<file path="src/fctl_regs.svh">
// offsets, field positions, reset values and timing counts of the flash protection controller
// How it works
// - Host writes ones into every reserved lock bit so they stay unchanged.
// - Unlock loads four password words in any order; match needs all four.
// - Unlock commands accepted at most once per 100 us plus or minus 20.
// - Host programs and verifies password before programming the password mode bit.
`ifndef FCTL_REGS_SVH
`define FCTL_REGS_SVH
`define FC_CLK_MHZ       50
`define FC_ADDR_W        26
`define FC_DATA_W        16
`define FC_REG_CTRL      8'h00
`define FC_REG_DATA      8'h04
`define FC_REG_STAT      8'h08
`define FC_REG_LOCK      8'h0C
`define FC_REG_PW_BASE   4'h1
`define FC_LOCK_CUST     6
`define FC_LOCK_PWMODE   2
`define FC_LOCK_PERS     1
`define FC_LOCK_FACT     0
`define FC_LOCK_USED     16'h0047
`define FC_LOCK_RESET    16'hFFFF
`define FC_SR_FAIL       4
`define FC_SR_ABORT      3
`define FC_TOGGLE        6
`define FC_ADR_UNLK1     26'h0000555
`define FC_ADR_UNLK2     26'h00002AA
`define FC_DAT_UNLK1     16'h00AA
`define FC_DAT_UNLK2     16'h0055
`define FC_DAT_LOCK_ASO  16'h0040
`define FC_DAT_PW_ASO    16'h0060
`define FC_DAT_GUARD_ASO 16'h0050
`define FC_DAT_PROG      16'h00A0
`define FC_DAT_PW_UNLK   16'h0025
`define FC_DAT_PW_CNT    16'h0003
`define FC_DAT_PW_GO     16'h0029
`define FC_DAT_SR_READ   16'h0070
`define FC_DAT_EXIT1     16'h0090
`define FC_DAT_EXIT2     16'h0000
`define FC_PULSE_NS      50
`define FC_GAP_NS        30
`define FC_PULSE_CYC     ((`FC_PULSE_NS * `FC_CLK_MHZ + 999) / 1000)
`define FC_GAP_CYC       ((`FC_GAP_NS * `FC_CLK_MHZ + 999) / 1000)
`define FC_UNLOCK_GAP_US 100
`define FC_UNLOCK_TOL_US 20
`define FC_UNLOCK_CYC    ((`FC_UNLOCK_GAP_US + `FC_UNLOCK_TOL_US) * `FC_CLK_MHZ)
`define FC_POLL_LIMIT    16'hFFFF
`endif

</file>
<file path="src/fctl_pkg.sv">
// types shared by the flash protection controller
package fctl_pkg;
  `include "fctl_regs.svh"
  typedef enum logic [2:0] {
    OP_NONE, OP_LOCK_PROG, OP_LOCK_READ, OP_PW_PROG, OP_PW_VERIFY, OP_PW_UNLOCK, OP_GUARD_CLEAR
  } fctl_op_t;
  typedef enum logic [1:0] {K_WR, K_RD, K_POLL} fctl_kind_t;
  typedef struct packed {
    fctl_kind_t             kind;
    logic [`FC_ADDR_W-1:0]  addr;
    logic [`FC_DATA_W-1:0]  data;
    logic                   pw;
    logic                   last;
  } fctl_step_t;
  typedef struct packed {
    logic                   ce_n;
    logic                   we_n;
    logic                   oe_n;
    logic [`FC_ADDR_W-1:0]  addr;
    logic [`FC_DATA_W-1:0]  dq_o;
    logic                   dq_oe;
  } fctl_pins_t;
endpackage

</file>
<file path="src/fctl_pwmem.sv">
// four-word password store with registered read data
`timescale 1ns/1ps
module fctl_pwmem #(
  parameter int W = 16,
  parameter int D = 4,
  parameter int AW = 2
) (
  input  wire logic          clk,
  input  wire logic          we,
  input  wire logic [AW-1:0] wa,
  input  wire logic [W-1:0]  wd,
  input  wire logic [AW-1:0] ra,
  output logic [W-1:0]       rd
);
  logic [W-1:0] mem [D];
  always_ff @(posedge clk) begin
    if (we) begin
      mem[wa] <= wd;
    end
    rd <= mem[ra];
  end
endmodule

</file>
<file path="src/fctl_cycle.sv">
// one asynchronous flash bus cycle, write or read, on the parallel pins
`timescale 1ns/1ps
`include "fctl_regs.svh"
module fctl_cycle
  import fctl_pkg::*;
#(
  parameter int PULSE = `FC_PULSE_CYC,
  parameter int GAP   = `FC_GAP_CYC
) (
  input  wire logic                  clk,
  input  wire logic                  rst_n,
  input  wire logic                  start,
  input  wire logic                  wr,
  input  wire logic [`FC_ADDR_W-1:0] addr,
  input  wire logic [`FC_DATA_W-1:0] wdata,
  input  wire logic [`FC_DATA_W-1:0] dq_in,
  output logic                       done,
  output logic [`FC_DATA_W-1:0]      rdata,
  output fctl_pkg::fctl_pins_t       pins
);
  typedef enum logic [1:0] {C_IDLE, C_SETUP, C_PULSE, C_GAP} fctl_cst_t;
  fctl_cst_t  st;
  logic [7:0] cnt;
  wire        cnt_end = (cnt == 8'h00);
  always_ff @(posedge clk or negedge rst_n) begin
    if (!rst_n) begin
      st    <= C_IDLE;
      cnt   <= 8'h00;
      done  <= 1'b0;
      rdata <= 16'h0000;
      pins  <= '{ce_n: 1'b1, we_n: 1'b1, oe_n: 1'b1, addr: '0, dq_o: '0, dq_oe: 1'b0};
    end else begin
      done <= 1'b0;
      case (st)
        C_IDLE: if (start) begin
          pins.addr  <= addr;
          pins.dq_o  <= wdata;
          pins.dq_oe <= wr;
          pins.ce_n  <= 1'b0;
          st         <= C_SETUP;
        end
        C_SETUP: begin
          pins.we_n <= ~pins.dq_oe;
          pins.oe_n <= pins.dq_oe;
          cnt       <= 8'(PULSE - 1);
          st        <= C_PULSE;
        end
        C_PULSE: if (cnt_end) begin
          // sample at the end of the strobe so access time has passed
          if (!pins.dq_oe) begin
            rdata <= dq_in;
          end
          pins.we_n <= 1'b1;
          pins.oe_n <= 1'b1;
          cnt       <= 8'(GAP - 1);
          st        <= C_GAP;
        end else begin
          cnt <= cnt - 8'h01;
        end
        C_GAP: if (cnt_end) begin
          pins.ce_n  <= 1'b1;
          pins.dq_oe <= 1'b0;
          done       <= 1'b1;
          st         <= C_IDLE;
        end else begin
          cnt <= cnt - 8'h01;
        end
        default: st <= C_IDLE;
      endcase
    end
  end
endmodule

</file>
<file path="src/fctl_top.sv">
// host controller for the flash lock register, password and sector-bit guard
`timescale 1ns/1ps
`include "fctl_regs.svh"
module fctl_top
  import fctl_pkg::*;
#(
  parameter int UNLOCK_CYC = `FC_UNLOCK_CYC,
  parameter int POLL_LIMIT = `FC_POLL_LIMIT
) (
  input  wire logic                  CLK,
  input  wire logic                  NRST,
  input  wire logic [7:0]            ADDR,
  input  wire logic [31:0]           WDATA,
  input  wire logic                  WR,
  input  wire logic                  RD,
  output logic [31:0]                RDATA,
  output fctl_pkg::fctl_pins_t       PINS,
  input  wire logic [`FC_DATA_W-1:0] DQ_IN,
  input  wire logic                  READY_BUSY
);
  import fctl_pkg::*;

  typedef enum logic [2:0] {S_IDLE, S_PREP, S_ISSUE, S_WAIT, S_NEXT} fctl_st_t;

  logic [1:0] rst_q;
  wire        rst_n = rst_q[1];
  always_ff @(posedge CLK or negedge NRST) begin
    if (!NRST) begin
      rst_q <= 2'b00;
    end else begin
      rst_q <= {rst_q[0], 1'b1};
    end
  end

  // step table: every sequence opens with the two unlock writes
  function automatic fctl_step_t step_of(input fctl_op_t op, input logic [3:0] s,
                                         input logic [1:0] idx, input logic [15:0] lockv);
    fctl_step_t r;
    r = '{kind: K_WR, addr: '0, data: '0, pw: 1'b0, last: 1'b0};
    if (s == 4'd0) begin
      r.addr = `FC_ADR_UNLK1;
      r.data = `FC_DAT_UNLK1;
    end else if (s == 4'd1) begin
      r.addr = `FC_ADR_UNLK2;
      r.data = `FC_DAT_UNLK2;
    end else begin
      case (op)
        OP_LOCK_PROG, OP_LOCK_READ: case (s)
          4'd2: begin r.addr = `FC_ADR_UNLK1; r.data = `FC_DAT_LOCK_ASO; end
          4'd3: r.data = (op == OP_LOCK_PROG) ? `FC_DAT_PROG : `FC_DAT_EXIT2;
          4'd4: begin
            r.kind = (op == OP_LOCK_PROG) ? K_WR : K_RD;
            r.data = lockv | ~`FC_LOCK_USED;
          end
          4'd5: r.kind = (op == OP_LOCK_PROG) ? K_POLL : K_WR;
          4'd6: r.data = `FC_DAT_EXIT1;
          default: r.last = 1'b1;
        endcase
        OP_PW_PROG, OP_PW_VERIFY: case (s)
          4'd2: begin r.addr = `FC_ADR_UNLK1; r.data = `FC_DAT_PW_ASO; end
          4'd3: r.data = (op == OP_PW_PROG) ? `FC_DAT_PROG : `FC_DAT_EXIT2;
          4'd4: begin
            r.kind = (op == OP_PW_PROG) ? K_WR : K_RD;
            r.addr = 26'(idx);
            r.pw   = 1'b1;
          end
          4'd5: r.kind = (op == OP_PW_PROG) ? K_POLL : K_WR;
          4'd6: r.data = `FC_DAT_EXIT1;
          default: r.last = 1'b1;
        endcase
        OP_PW_UNLOCK: case (s)
          4'd2: begin r.addr = `FC_ADR_UNLK1; r.data = `FC_DAT_PW_ASO; end
          4'd3: r.data = `FC_DAT_PW_UNLK;
          4'd4: r.data = `FC_DAT_PW_CNT;
          4'd5, 4'd6, 4'd7, 4'd8: begin
            r.addr = 26'(s - 4'd5);
            r.pw   = 1'b1;
          end
          4'd9: r.data = `FC_DAT_PW_GO;
          4'd10: r.kind = K_POLL;
          4'd11: r.data = `FC_DAT_EXIT1;
          default: r.last = 1'b1;
        endcase
        OP_GUARD_CLEAR: case (s)
          4'd2: begin r.addr = `FC_ADR_UNLK1; r.data = `FC_DAT_GUARD_ASO; end
          4'd3: r.data = `FC_DAT_PROG;
          4'd4: r.data = `FC_DAT_EXIT2;
          4'd5: r.kind = K_POLL;
          4'd6: r.data = `FC_DAT_EXIT1;
          default: r.last = 1'b1;
        endcase
        default: r.last = 1'b1;
      endcase
    end
    return r;
  endfunction

  fctl_st_t   st;
  fctl_op_t   op;
  logic [3:0] step;
  logic [1:0] idx;
  logic [1:0] ph;
  logic [15:0] lock_val;
  logic [15:0] lock_rd;
  logic [15:0] t1;
  logic [15:0] pcnt;
  logic [7:0]  fstat;
  logic [3:0]  pw_ok;
  logic        busy;
  logic        refused;
  logic        failed;
  logic        aborted;
  logic        timeout;
  logic [12:0] gap_cnt;
  logic        cyc_start;
  logic        cyc_done;
  logic [15:0] cyc_rdata;
  logic [15:0] pw_rd;

  // register decode
  wire         pw_sel   = (ADDR[7:4] == `FC_REG_PW_BASE);
  wire         wr_ctrl  = WR && (ADDR == `FC_REG_CTRL);
  wire         wr_data  = WR && (ADDR == `FC_REG_DATA);
  wire         wr_pw    = WR && pw_sel;
  wire fctl_op_t req_op = fctl_op_t'(WDATA[2:0]);
  wire         pw_mode  = ~lock_rd[`FC_LOCK_PWMODE];
  wire         pers_mode = ~lock_rd[`FC_LOCK_PERS];
  wire         new_pw   = ~lock_val[`FC_LOCK_PWMODE];
  wire         new_pers = ~lock_val[`FC_LOCK_PERS];
  wire         gap_busy = (gap_cnt != 13'd0);

  // refusals keep the device out of the cases it would abort or ignore
  wire         bad_both  = new_pw && new_pers;
  wire         bad_mode  = (new_pw && pers_mode) || (new_pers && pw_mode);
  wire         bad_unver = new_pw && !pw_mode && (pw_ok != 4'hF);
  wire         bad_lock  = bad_both || bad_mode || bad_unver;
  wire         refuse    = (req_op == OP_LOCK_PROG && bad_lock)
                        || ((req_op == OP_PW_PROG || req_op == OP_PW_VERIFY) && pw_mode)
                        || (req_op == OP_PW_UNLOCK && gap_busy)
                        || (req_op == OP_NONE) || (req_op > OP_GUARD_CLEAR);
  wire         go        = wr_ctrl && (st == S_IDLE);

  wire fctl_step_t cur   = step_of(op, step, idx, lock_val);
  wire [1:0]   pw_ra     = (op == OP_PW_UNLOCK) ? 2'(step - 4'd5) : idx;
  wire         is_poll   = (cur.kind == K_POLL);
  wire         poll_wr   = is_poll && (ph == 2'd2);
  wire         cyc_wr    = is_poll ? poll_wr : (cur.kind == K_WR);
  wire [`FC_ADDR_W-1:0] cyc_addr = poll_wr ? `FC_ADR_UNLK1 : cur.addr;
  wire [15:0]  cyc_wdata = poll_wr ? `FC_DAT_SR_READ : (cur.pw ? pw_rd : cur.data);
  wire         toggling  = (t1[`FC_TOGGLE] != cyc_rdata[`FC_TOGGLE]);
  wire         poll_out  = (pcnt == 16'(POLL_LIMIT));
  wire [31:0]  stat_word = {15'h0000, READY_BUSY, fstat, 1'b0, pers_mode, pw_mode,
                            timeout, aborted, failed, refused, busy};

  assign cyc_start = (st == S_ISSUE);

  fctl_pwmem #(.W(16), .D(4), .AW(2)) u_pwmem (
    .clk (CLK),
    .we  (wr_pw),
    .wa  (ADDR[3:2]),
    .wd  (WDATA[15:0]),
    .ra  (pw_ra),
    .rd  (pw_rd)
  );

  fctl_cycle u_cycle (
    .clk   (CLK),
    .rst_n (rst_n),
    .start (cyc_start),
    .wr    (cyc_wr),
    .addr  (cyc_addr),
    .wdata (cyc_wdata),
    .dq_in (DQ_IN),
    .done  (cyc_done),
    .rdata (cyc_rdata),
    .pins  (PINS)
  );

  // register read, answered the cycle after the strobe
  always_ff @(posedge CLK or negedge rst_n) begin
    if (!rst_n) begin
      RDATA <= 32'h00000000;
    end else if (RD) begin
      RDATA <= (ADDR == `FC_REG_STAT) ? stat_word
             : (ADDR == `FC_REG_LOCK) ? {16'h0000, lock_rd}
             : (ADDR == `FC_REG_DATA) ? {16'h0000, lock_val}
             : (ADDR == `FC_REG_CTRL) ? {26'h0, idx, 1'b0, op}
             : 32'h00000000;
    end
  end

  always_ff @(posedge CLK or negedge rst_n) begin
    if (!rst_n) begin
      lock_val <= `FC_LOCK_RESET;
      pw_ok    <= 4'h0;
    end else begin
      if (wr_data) begin
        lock_val <= WDATA[15:0];
      end
      if (st == S_WAIT && cyc_done && cur.kind == K_RD && op == OP_PW_VERIFY) begin
        pw_ok[idx] <= (cyc_rdata == pw_rd);
      end
      // a rewritten word needs a fresh verify, even if one ends now
      if (wr_pw) begin
        pw_ok[ADDR[3:2]] <= 1'b0;
      end
    end
  end

  // unlock spacing timer, started when an unlock sequence ends
  always_ff @(posedge CLK or negedge rst_n) begin
    if (!rst_n) begin
      gap_cnt <= 13'd0;
    end else if (st == S_NEXT && cur.last && op == OP_PW_UNLOCK) begin
      gap_cnt <= 13'(UNLOCK_CYC);
    end else if (gap_busy) begin
      gap_cnt <= gap_cnt - 13'd1;
    end
  end

  always_ff @(posedge CLK or negedge rst_n) begin
    if (!rst_n) begin
      st      <= S_IDLE;
      op      <= OP_NONE;
      step    <= 4'd0;
      idx     <= 2'd0;
      ph      <= 2'd0;
      t1      <= 16'h0000;
      pcnt    <= 16'h0000;
      fstat   <= 8'h00;
      busy    <= 1'b0;
      refused <= 1'b0;
      failed  <= 1'b0;
      aborted <= 1'b0;
      timeout <= 1'b0;
      lock_rd <= `FC_LOCK_RESET;
    end else begin
      case (st)
        S_IDLE: if (go) begin
          refused <= refuse;
          if (!refuse) begin
            op      <= req_op;
            idx     <= WDATA[5:4];
            step    <= 4'd0;
            busy    <= 1'b1;
            failed  <= 1'b0;
            aborted <= 1'b0;
            timeout <= 1'b0;
            st      <= S_PREP;
          end
        end
        S_PREP: begin
          // one cycle for the password store read data to settle
          ph   <= 2'd0;
          pcnt <= 16'h0000;
          st   <= cur.last ? S_NEXT : S_ISSUE;
        end
        S_ISSUE: st <= S_WAIT;
        S_WAIT: if (cyc_done) begin
          st <= S_NEXT;
          if (cur.kind == K_RD && op == OP_LOCK_READ) begin
            lock_rd <= cyc_rdata;
          end
          if (is_poll) begin
            st <= S_ISSUE;
            ph <= ph + 2'd1;
            case (ph)
              2'd0: t1 <= cyc_rdata;
              2'd1: begin
                // a failed unlock keeps toggling, so the poll is bounded
                if (toggling && !poll_out) begin
                  ph   <= 2'd0;
                  pcnt <= pcnt + 16'h0001;
                end
                timeout <= toggling && poll_out;
              end
              2'd2: ;
              default: begin
                fstat   <= cyc_rdata[7:0];
                failed  <= cyc_rdata[`FC_SR_FAIL];
                aborted <= cyc_rdata[`FC_SR_ABORT];
                st      <= S_NEXT;
              end
            endcase
          end
        end
        S_NEXT: begin
          if (cur.last) begin
            busy <= 1'b0;
            st   <= S_IDLE;
          end else begin
            step <= step + 4'd1;
            st   <= S_PREP;
          end
        end
        default: st <= S_IDLE;
      endcase
    end
  end
endmodule

</file>
<file path="config.mk">
export PLATFORM = sky130hd
export DESIGN_NAME = fctl_top
export DESIGN_NICKNAME = d
export VERILOG_FILES = /design/src/fctl_pkg.sv /design/src/fctl_pwmem.sv /design/src/fctl_cycle.sv /design/src/fctl_top.sv
export VERILOG_INCLUDE_DIRS = /design/src
export SDC_FILE = /design/constraint.sdc
export NUM_CORES = 1
export LEC_CHECK = 0
export BUFFER_PORTS_ARGS = -buffer_cell sky130_fd_sc_hd__buf_2
export CORE_MARGIN = 1
export CORE_UTILIZATION = 57
export DETAILED_ROUTE_END_ITERATION = 7
export GPL_ROUTABILITY_DRIVEN = 0
export PLACE_DENSITY = 0.78
export SKIP_LAST_GASP = 1
export SLEW_MARGIN = 30
export SYNTH_ARGS = -nofsm -noshare
export SYNTH_HDL_FRONTEND = slang
export SYNTH_SLANG_ARGS = --single-unit
export TNS_END_PERCENT = 10
</file>
<file path="constraint.sdc">
create_clock -name CLK -period 11 [get_ports CLK]
set_input_delay 1.65 -clock CLK [delete_from_list [all_inputs] [get_ports CLK]]
set_output_delay 1.65 -clock CLK [all_outputs]
set_load 0.01 [all_outputs]
</file>
==> results of run 1 <==
[power by group through the flow]
stage	clock network (mW)	logic [mW]	registers [mW]
after floorplan	0	0.224	1.07
after global placement	0	0.276	1.10
after detailed placement	0	0.288	1.10
after CTS	0.981	0.297	1.09
after global routing	1.02	0.327	1.09
final	0.971	0.299	1.09
[synthesized netlist by cell type (13+ instances only)]
master,instances,area (sq um)
dfstp_2,35,920
inv_1,46,173
clkbuf_1,28,105
o22ai_1,13,81.3
nor3_1,16,80.1
buf_4,35,263
a21oi_1,36,180
mux2i_1,14,140
dfrtp_1,131,3280
nand3_1,23,115
o21ai_0,39,195
dfxtp_1,16,320
nand2_1,66,248
mux2_2,71,800
nor2_1,66,248
edfxtp_1,64,1920
mux4_2,21,473
xnor2_1,29,254
[flip-flops by register name, indices dropped and copies added, names as in the netlist, 4 cells and up]
register / count
lock_val: 16
u_cycle.pins: 27
pw_ok: 4
u_pwmem.mem: 64
RDATA: 17
lock_rd: 16
u_cycle.rdata: 16
fstat: 8
pcnt: 16
u_cycle.cnt: 8
step: 4
gap_cnt: 13
u_pwmem.rd: 16
[critical path: cells and delay by family (launching register included)]
family          cells  cell delay [ns]
compound gates      5             2.03
flops               1             0.78
simple gates        1             0.84
[per-layer routing]
layer  wire (um)  global-route usage, %  share of wire, %  up-vias
met5           0                      0                 0        -
met4         460                   5.71               1.7        0
met3        2050                   3.49               7.7       41
met2       12400                   41.8                47      340
met1       11700                   39.1                44     4049
li1            -                      -                 -     3680
[cell type report]
class	count	area share, %
multi-input cells	624	35.3
clock buffers	33	5.59
repair buffers	114	4.46
flip-flops and latches	246	48.9
inverters	46	1.31
well taps	265	2.52
clock inverters	15	1.87
[worst max-delay path by stage]
stage / from / endpoint
global route: st[1] / u_cycle.pins[27]
global placement: ADDR[3] / u_pwmem.mem[2][12]
finish: st[1] / u_cycle.pins[27]
floorplan: rst_q[1] / RDATA[0]
CTS: st[1] / u_cycle.pins[27]
detailed placement: ADDR[3] / u_pwmem.mem[2][12]
[per-stage QoR]
step / worst slack, ns / instances / utilization (%) / hold WS (ns)
3_3_place_gp: 6.86 / 1295 / 61.7 / 0.334
3_5_place_dp: 6.89 / 1295 / 61.7 / 0.338
2_1_floorplan: 6.09 / 994 / - / 0.331
4_1_cts: 7.23 / 1343 / 66.7 / 0.352
6_report: 7.25 / 1343 / 66.8 / 0.347
5_1_grt: 6.78 / 1343 / 66.8 / 0.364
[cells by family after synthesis]
logic type	after synthesis	synth area share [%]
compound gates	183	10.9
xor+xnor	36	2.71
fa+ha+maj	12	1.29
buf+inv	124	5.34
flops	246	55.4
mux	108	12.4
other cells	2	0.0646
simple gates	269	12.0
==> metrics.yaml, run 1 <==
clock_network:
  cts_tree: "done"
  clk_latency_ns: 0.55
  cts.hold.buffers_added: 0
  cts_setup_buffers: 0
  cts_sinks: 246
  post_cts_resized: 0
  numCtsBuffers: 26
  h-tree-depth: 1
  clk_pin_slew_ns: 0.06
  cts-root-buf: "clkbuf_16"
  cts_buffer_depth: 3
critical_path:
  end_kind: "flop"
  reg2reg_to: "u_cycle.pins[27]"
  path_class: "reg -> reg"
  crit_path_start_kind: "flop"
  worstRegToRegCells: 6
  cp.arrival_ns: 4.19
  cp.required_ns: 11.44
  critical_path.max_stage_delay_ns: 0.84
  cp_slowest_cell: "nand4bb_1"
  crit_fanout: 23
  worstPathCellList: "nand4bb_1, a41o_1, a21oi_1, a21boi_1, o21ai_0, o21a_1"
  r2r_start: "st[1]"
  r2r_setup_slack_ns: 7.25
timing:
  rsz0062_at_grt: "no"
  hold_viol_final: 0
  setup_viol: 0
  post-route-period-util_pct: 34.1
  tns_ns: 0
  tightestPinTransition_ns: 0.969
  drv_slew: 0
  fin_worst_skew_ns: 0.0225
  final.min_clock_period_ns: 3.75
  max_slew_margin_pct: 35.4
  fmax_mhz: 266
die:
  io-pin-count: 139
  initial_core_util_pct: 59.0
  die_w_um: 145
  core_area_sq_um: 19700
  die_y_um: 145
  dieArea_sq_um: 21000
  rows: 51
pwr:
  pwr-share-seq_pct: 46.1
  p_sw_uw: 623
  swShare_pct: 26.4
  total_power_mw: 2.36
  pwr-share-comb_pct: 12.7
  leakagePower_nw: 5.61
  intPower_mw: 1.74
  max-vdd-ir-drop_mv: 0.142
  clkPwrFrac_pct: 41.2
  power_density_nw_per_um2: 179
yosys:
  synthFlopType: "dfrtp_1"
  synth_edf_count: 64
  ys_types: 81
  synth-async-reset-ratio_pct: 67.5
  yosysSeqAreaShare_pct: 55.4
  synth_area_per_cell_sq_um: 11.9
  syn_area_sq_um: 11600
  ys_ff_latch: 246
  yosys_warnings: 0
  syn_inst: 980
hold_path:
  hold_path_depth: 0
  min_path_type: "reg -> reg"
  min_from: "rst_q[0]"
  hold_end: "rst_q[1]"
status:
  outcome: "complete, no violations"
route:
  ant_nets: 0
  routed-via-count: 8110
  drtPass1Iterations: 5
  wirelength_um: 26700
  vias_per_cell: 6.04
  drcViolationCount: 0
  wl_per_cell_um: 19.9
  dr.first_iter.drc_count: 676
final_layout:
  multi_input_area_sq_um: 4650
  mostFrequentLayoutCell: "dfrtp_1"
  seqCellArea_sq_um: 6440
  layout_common_cells: "dfrtp_1 (130), buf_2 (107), mux2_2 (71)"
  fill_cells: 1398
  n_antenna_cell: 0
  final_layout_size_suffix_gt1_share_pct: 29.4
  final_area_sq_um: 13200
  nets: 1131
  syn_to_final_growth_pct: 13.2
placement:
  portBuffers: 107
  dpl_cell_area_sq_um: 12200
  dp_hpwl_um: 17600
global_route:
  grt_pass1_vias: 7736
  grt_use_total_pct: 26.4
  grt_max_degree: 66
  gr-total-overflow: 0
  antenna_found_initial: 0
  grt_pass1_wl_um: 42300
flow_run:
  max_cap_viol_count: 0
(Power assumes the default switching activity.)
==> run 2: changes to the inputs <==
ABC_AREA = 1   (was not set)
CORE_UTILIZATION = 53   (was 57)
PLACE_DENSITY = 0.76   (was 0.78)
clock period = 3.3 ns   (was 11 ns; I/O delays follow)
==> run 2 against run 1 <==
Compared with the run above:
- final cell count is 30% higher
- sequential cell count did not move
- largest power group unchanged
- hold slack got worse by 0.16 ns
- the flow now finishes with violations (design-rule violations)
- core utilization down 5.8 points
- cell area is 1.9% higher
==> metrics.yaml, run 2 <==
status:
  violations: "design-rule violations"
  outcome: "complete, but fails checks"
critical_path:
  r2r_start: "step[0]"
  cp.required_ns: 3.72  # -7.72 ns
  reg2reg_to: "gap_cnt[2]"
  r2r_setup_slack_ns: 0.89  # -6.36 ns
  critical_path.max_stage_delay_ns: 0.47  # -0.37 ns
  worstRegToRegCells: 10  # +4
  crit_top_cell: "nand2_1"
  cp.depth: 10  # +4
  crit_fanout: 13  # -43%
  cp.arrival_ns: 2.83  # -1.36 ns
  worstPathCellList: "inv_1, ha_1, nand2_1, nand2_1, nor3_1, nand2_1, nand2_2, nand4_2, nand3b_1, inv_1"
  crit_path_start_kind: "flop"
  path_class: "reg -> reg"
  cp_top_family: "simple AND/OR/NAND/NOR gates"
  end_kind: "flop"
  cp_slowest_cell: "dfrtp_1"
  crit_buf_inv: 2  # +2
final_layout:
  final_cells: 1749  # +30%
  largest_reg_flops: 64  # unchanged
  nets: 1522  # +35%
  final_layout_size_suffix_gt1_share_pct: 18.1  # -11 points
  layout_common_cells: "nand2_1 (367), dfrtp_1 (130), nor2_1 (115)"
  mostFrequentLayoutCell: "nand2_1"
  top_register: "u_pwmem.mem"
  top_regs: "u_pwmem.mem x64, u_cycle.pins x27, RDATA x17"
  syn_to_final_growth_pct: 11.9
  final_util_pct: 61.0  # -5.8 points
  n_antenna_cell: 0  # unchanged
clock_network:
  cts_setup_buffers: 0  # unchanged
  cts_buffer_depth: 3  # unchanged
  cts.hold.buffers_added: 1  # +1
  numCtsBuffers: 26  # unchanged
  cts-root-buf: "clkbuf_16"
  post_cts_resized: 0  # unchanged
  clk_latency_ns: 0.54  # about the same
  clk_pin_slew_ns: 0.06  # about the same
  h-tree-depth: 1  # unchanged
  cts_sinks: 246  # unchanged
  cts_tree: "done"
pwr:
  max-vdd-ir-drop_mv: 0.516  # +260%
  total_power_mw: 6.28  # +170%
  power_density_nw_per_um2: 467  # +160%
  leakagePower_nw: 6.19  # +10%
timing:
  post-route-period-util_pct: 73.0  # +39 points
  max_slew_margin_pct: 49.9  # +14 points
  tns_ns: 0  # unchanged
  final.min_clock_period_ns: 2.41  # -1.34 ns
  tightestPinTransition_ns: 0.752  # -0.217 ns
  hold_viol_final: 0  # unchanged
  drv_slew: 0  # unchanged
  setup_viol: 0  # unchanged
  fmax_mhz: 415  # +56%
  setup_slack_ns: 0.889  # -6.36 ns
  rsz0062_at_grt: "no"
  fin_worst_skew_ns: 0.0156  # -0.00685 ns
hold_path:
  hold_end: "u_pwmem.mem[0][5]"
  min_path_type: "in -> reg"
  hold_path_depth: 1  # +1
  min_from: "WDATA[5]"
global_route:
  grt_pass1_vias: 8953  # +16%
  gr-total-overflow: 0  # unchanged
  grt_max_degree: 72  # +9.1%
  grt_use_total_pct: 24.0  # -2.4 points
  antenna_found_initial: 0  # unchanged
  grt_pass1_wl_um: 44700  # +5.7%
yosys:
  synth_area_per_cell_sq_um: 8.83  # -26%
  ys_types: 51  # -37%
  synthFlopType: "dfrtp_1"
  synthAdderAreaFrac_pct: 1.25  # -0.039 points
  synthMuxAreaShare_pct: 1.35  # -11 points
  synth-async-reset-ratio_pct: 67.5  # unchanged
  yosysSeqAreaShare_pct: 53.7  # -1.7 points
  synth_edf_count: 64  # unchanged
  yosys.area_share.simple_pct: 22.8  # +11 points
  synth_top_family_by_area: "simple AND/OR/NAND/NOR gates"
  synth_commonest_cells: "nand2_1 (367), dfrtp_1 (131), nor2_1 (115)"
  synth-compound-area-share_pct: 11.1  # +0.23 points
  yosys-top-cells-area: "dfrtp_1 (27%), edfxtp_1 (16%), nand2_1 (11%), dfstp_2 (7.7%), nor2_1 (3.6%)"
  syn_inst: 1358  # +39%
  synth_top_area_share_pct: 27.3  # -0.86 points
  synth-xor-area-share_pct: 1.97  # -0.74 points
  syn_area_sq_um: 12000  # +3.1%
  synth.most_common_cell: "nand2_1"
  synth_top_area_cell: "dfrtp_1"
  yosys_warnings: 0  # unchanged
  ys_ff_latch: 246  # unchanged
route:
  ant_nets: 0  # unchanged
  drcViolationCount: 8  # +8
  drtPass1Iterations: 8  # +3
  wirelength_um: 27700  # +4.0%
  wl_per_cell_um: 15.9  # -20%
  vias_per_cell: 5.43  # -10%
  routed-via-count: 9504  # +17%
  dr.first_iter.drc_count: 689  # +1.9%
flow_run:
  max_cap_viol_count: 0  # unchanged
placement:
  dp_worst_setup_slack_ns: 0.925  # -5.97 ns
  portBuffers: 107  # unchanged
  dp_hpwl_um: 19500  # +11%
  dp.cells: 1700  # +31%
die:
  rows: 54  # +5.9%
  die_w_um: 152  # +5.2%
  core_area_sq_um: 22000  # +12%
  die_y_um: 152  # +5.2%
  io-pin-count: 139  # unchanged
  dieArea_sq_um: 23200  # +11%
  initial_core_util_pct: 54.5  # -4.5 points
run 2: worst reg2reg max path: stages, from the launching register on:
cell and delay [ns]:
dfrtp_1 0.47, inv_1 0.17, ha_1 0.30, nand2_1 0.25
nand2_1 0.11, nor3_1 0.21, nand2_1 0.09, nand2_2 0.10
nand4_2 0.33, nand3b_1 0.22, inv_1 0.06
run 2: layout make-up:
type	instances	area (sq um)
Sequential cell	246	6440
Inverter	120	453
Fill cell	1858	8600
Clock buffer	37	732
Tap cell	280	350
Clock inverter	11	103
Timing Repair Buffer	123	671
Multi-Input combinational cell	932	4680
run 2: metrics by stage:
| stage | area, sq um | hold WS, ns |
|---|---|---|
| after detailed placement | 12600 | 0.282 |
| after global routing | 13400 | 0.179 |
| after floorplan | 12100 | 0.199 |
| after CTS | 13400 | 0.175 |
| after global placement | 12600 | 0.280 |
| final | 13400 | 0.190 |
run 2: kinds of logic (layout without fill, tap and decap cells):
logic type / after synthesis / count (layout)
simple gates: 630 / 630
flops: 246 / 246
compound gates: 236 / 236
buf+inv: 194 / 291
xor+xnor: 27 / 27
fa+ha+maj: 12 / 12
mux: 11 / 11
other cells: 2 / 16
run 2: worst max path at each step:
| stage | from | slack, ns | endpoint |
|---|---|---|---|
| global route | gap_cnt[0] | 0.76 | step[0] |
| floorplan | rst_q[1] | 0.59 | RDATA[0] |
| detailed placement | ADDR[1] | 0.92 | step[2] |
| finish | step[0] | 0.89 | gap_cnt[2] |
| CTS | step[0] | 0.96 | gap_cnt[2] |
| global placement | ADDR[1] | 0.97 | step[1] |
run 2: routing by layer:
layer / global-route usage, % / share of wire, % / vias to the layer above / routed length (um)
li1: - / - / 4614 / -
met1: 32.9 / 43 / 4512 / 12000
met2: 40.2 / 47 / 327 / 13100
met3: 2.96 / 6.8 / 51 / 1900
met4: 7.26 / 2.8 / 0 / 769
met5: 0 / 0 / - / 0
run 2: report_power, final:
part	total (mW)	internal (mW)	leakage (nW)	switching [mW]
combinational	0.243	0.0790	2.98	0.164
sequential	3.22	3.17	2.80	0.0443
clock	2.82	1.63	0.413	1.19
==> run 3: changes to the inputs <==
ABC_AREA = 0   (was 1)
CORE_UTILIZATION = 57   (was 53)
PLACE_DENSITY = 0.78   (was 0.76)
clock period = 2.5 ns   (was 3.3 ns; I/O delays follow)
==> run 3 against run 2 <==
Compared with the run above:
- the run ends with negative setup slack left
- power is 59% higher
- clock skew is 0.00064 ns higher
- critical path depth shrank 1
- wire length fell by 1.6%
- final cell count shrank 19%
- hold slack got worse by 0.13 ns
==> metrics.yaml, run 3 (synthesis results as in run 1) <==
final_layout:
  nets: 1207  # -21%
  top_regs: "u_pwmem.mem x64, u_cycle.pins x27, RDATA x17"
  largest_reg_flops: 64  # unchanged
  fill_cells: 1348  # -27%
  mostFrequentLayoutCell: "dfrtp_1"
  top_register: "u_pwmem.mem"
  layout_common_cells: "dfrtp_1 (128), buf_2 (107), buf_4 (76)"
  final_cells: 1419  # -19%
  syn_to_final_growth_pct: 18.0
  final_layout_size_suffix_gt1_share_pct: 34.3  # +16 points
pwr:
  max-vdd-ir-drop_mv: 0.661  # +28%
  leakagePower_nw: 5.97  # -3.6%
  power_density_nw_per_um2: 727  # +55%
clock_network:
  clk_latency_ns: 0.55  # about the same
  cts_tree: "done"
  clk_pin_slew_ns: 0.07  # about the same
  numCtsBuffers: 25  # -3.8%
  cts_buffer_depth: 3  # unchanged
  h-tree-depth: 1  # unchanged
  cts-root-buf: "clkbuf_16"
  cts_sinks: 246  # unchanged
route:
  dr.first_iter.drc_count: 719  # +4.4%
  drcViolationCount: 0  # -8
  routed-via-count: 8479  # -11%
  wirelength_um: 27300  # -1.6%
  vias_per_cell: 5.98  # +10%
  drtPass1Iterations: 7  # -1
  wl_per_cell_um: 19.2  # +21%
  ant_nets: 0  # unchanged
timing:
  fmax_mhz: 390  # -6.1%
  holdWs_ns: 0.0570  # -0.133 ns
  final.min_clock_period_ns: 2.57  # +0.156 ns
  hold_viol_final: 0  # unchanged
  post-route-period-util_pct: 103  # +30 points
  rsz0062_at_grt: "yes"
  setup_slack_ns: -0.0669  # -0.956 ns
  setup_viol: 8  # +8
  max_slew_margin_pct: 50.2  # +0.30 points
  drv_slew: 0  # unchanged
  fin_worst_skew_ns: 0.0163  # +0.000641 ns
  tightestPinTransition_ns: 0.740  # -0.0113 ns
critical_path:
  cp.depth: 9  # -1
  crit_fanout: 3  # -10
  path_class: "reg -> reg"
  crit_path_start_kind: "flop"
  critical_path.max_stage_delay_ns: 0.53  # +0.06 ns
  cp_slowest_cell: "or4b_4"
  end_kind: "flop"
  cp_top_family: "simple AND/OR/NAND/NOR gates"
  crit_buf_inv: 2  # unchanged
  startpoint: "gap_cnt[1]"
  worstRegToRegCells: 9  # -1
  cp.required_ns: 2.92  # -0.80 ns
  worstPathCellList: "inv_1, ha_2, or3b_4, nor4_4, o32ai_2, or4b_4, buf_6, o21a_1, a22o_1"
  r2r_start: "gap_cnt[1]"
  cp.arrival_ns: 2.99  # +0.16 ns
hold_path:
  min_path_type: "in -> reg"
  hold_path_depth: 2  # +1
  min_from: "DQ_IN[0]"
global_route:
  grt_pass1_vias: 8141  # -9.1%
  grt_use_total_pct: 27.1  # +3.1 points
  gr-total-overflow: 0  # unchanged
  grt_max_degree: 51  # -29%
  grt_pass1_wl_um: 43100  # -3.5%
  antenna_found_initial: 1  # +1
flow_run:
  max_cap_viol_count: 0  # unchanged
die:
  die_w_um: 145  # -5.0%
  dieArea_sq_um: 21000  # -9.7%
  initial_core_util_pct: 59.0  # +4.5 points
  core_area_sq_um: 19700  # -10%
  die_y_um: 145  # -5.0%
  rows: 51  # -5.6%
  io-pin-count: 139  # unchanged
status:
  violations: "negative setup slack"
  outcome: "complete, but fails checks"
placement:
  dp.cells: 1368  # -20%
  dp_hpwl_um: 19000  # -2.4%
  portBuffers: 107  # unchanged
run 3: cell count changes in the layout (fill, tap and decap cells not counted), moves of 49 or more:
cell and delta:
buf_4 +62, inv_1 -67, mux2_2 +70, nand2_1 -302, nor2_1 -49
run 3: final cells by class:
class | instances | area, sq um | share of cell area [%]
tap | 265 | 332 | 2.42
timing repair buffer | 191 | 1230 | 8.96
antenna | 1 | 2.50 | 0.0182
sequential | 246 | 6450 | 47.0
multi-input combinational | 624 | 4680 | 34.1
inverter | 46 | 173 | 1.26
clock buffer | 28 | 657 | 4.79
clock inverter | 18 | 200 | 1.46
run 3: stage by stage:
stage | setup slack [ns] | TNS (ns) | instance area, sq um | total power [mW] | util [%]
floorplan | -0.104 | -0.232 | 11700 | 5.69 | -
global placement | -0.192 | -1.09 | 12800 | 6.11 | 64.8
detailed placement | -0.265 | -1.84 | 12800 | 6.17 | 64.8
CTS | -0.0741 | -0.420 | 13700 | 10.0 | 69.4
global route | -0.172 | -2.49 | 13700 | 10.4 | 69.6
finish | -0.0669 | -0.372 | 13700 | 9.97 | 69.6
run 3: power breakdown:
group / total [mW] / switching (mW) / internal [mW]
registers: 4.74 / 0.335 / 4.41
clock network: 3.86 / 1.63 / 2.23
logic: 1.37 / 0.714 / 0.651
total: 9.97 / 2.68 / 7.29
run 3: final timing paths:
kind	slack, ns	end
setup / recovery	-0.07	aborted
hold / removal	0.06	u_cycle.rdata[0]
setup reg to reg	-0.07	aborted
hold reg to reg	0.35	rst_q[1]
max in group asynchronous	1.36	lock_val[14]
min in group asynchronous	0.14	rst_q[1]
run 3: per-layer routing:
metal  GRT usage, %  share of wire [%]  up-vias
li1               -                  -     3842
met2           42.9                 46      383
met4           8.75                2.8        0
met5              0                  0        -
met3           4.15                8.0       72
met1           38.4                 43     4182
run 3: timing repair:
action / CTS / global route
gates resized for setup: 9 / 7
pin swaps: 5 / 0
setup buffers: 3 / 0
endpoints found under the hold margin: 2 / 0
setup endpoints to repair: 15 / 52
hold buffers: 1 / 0
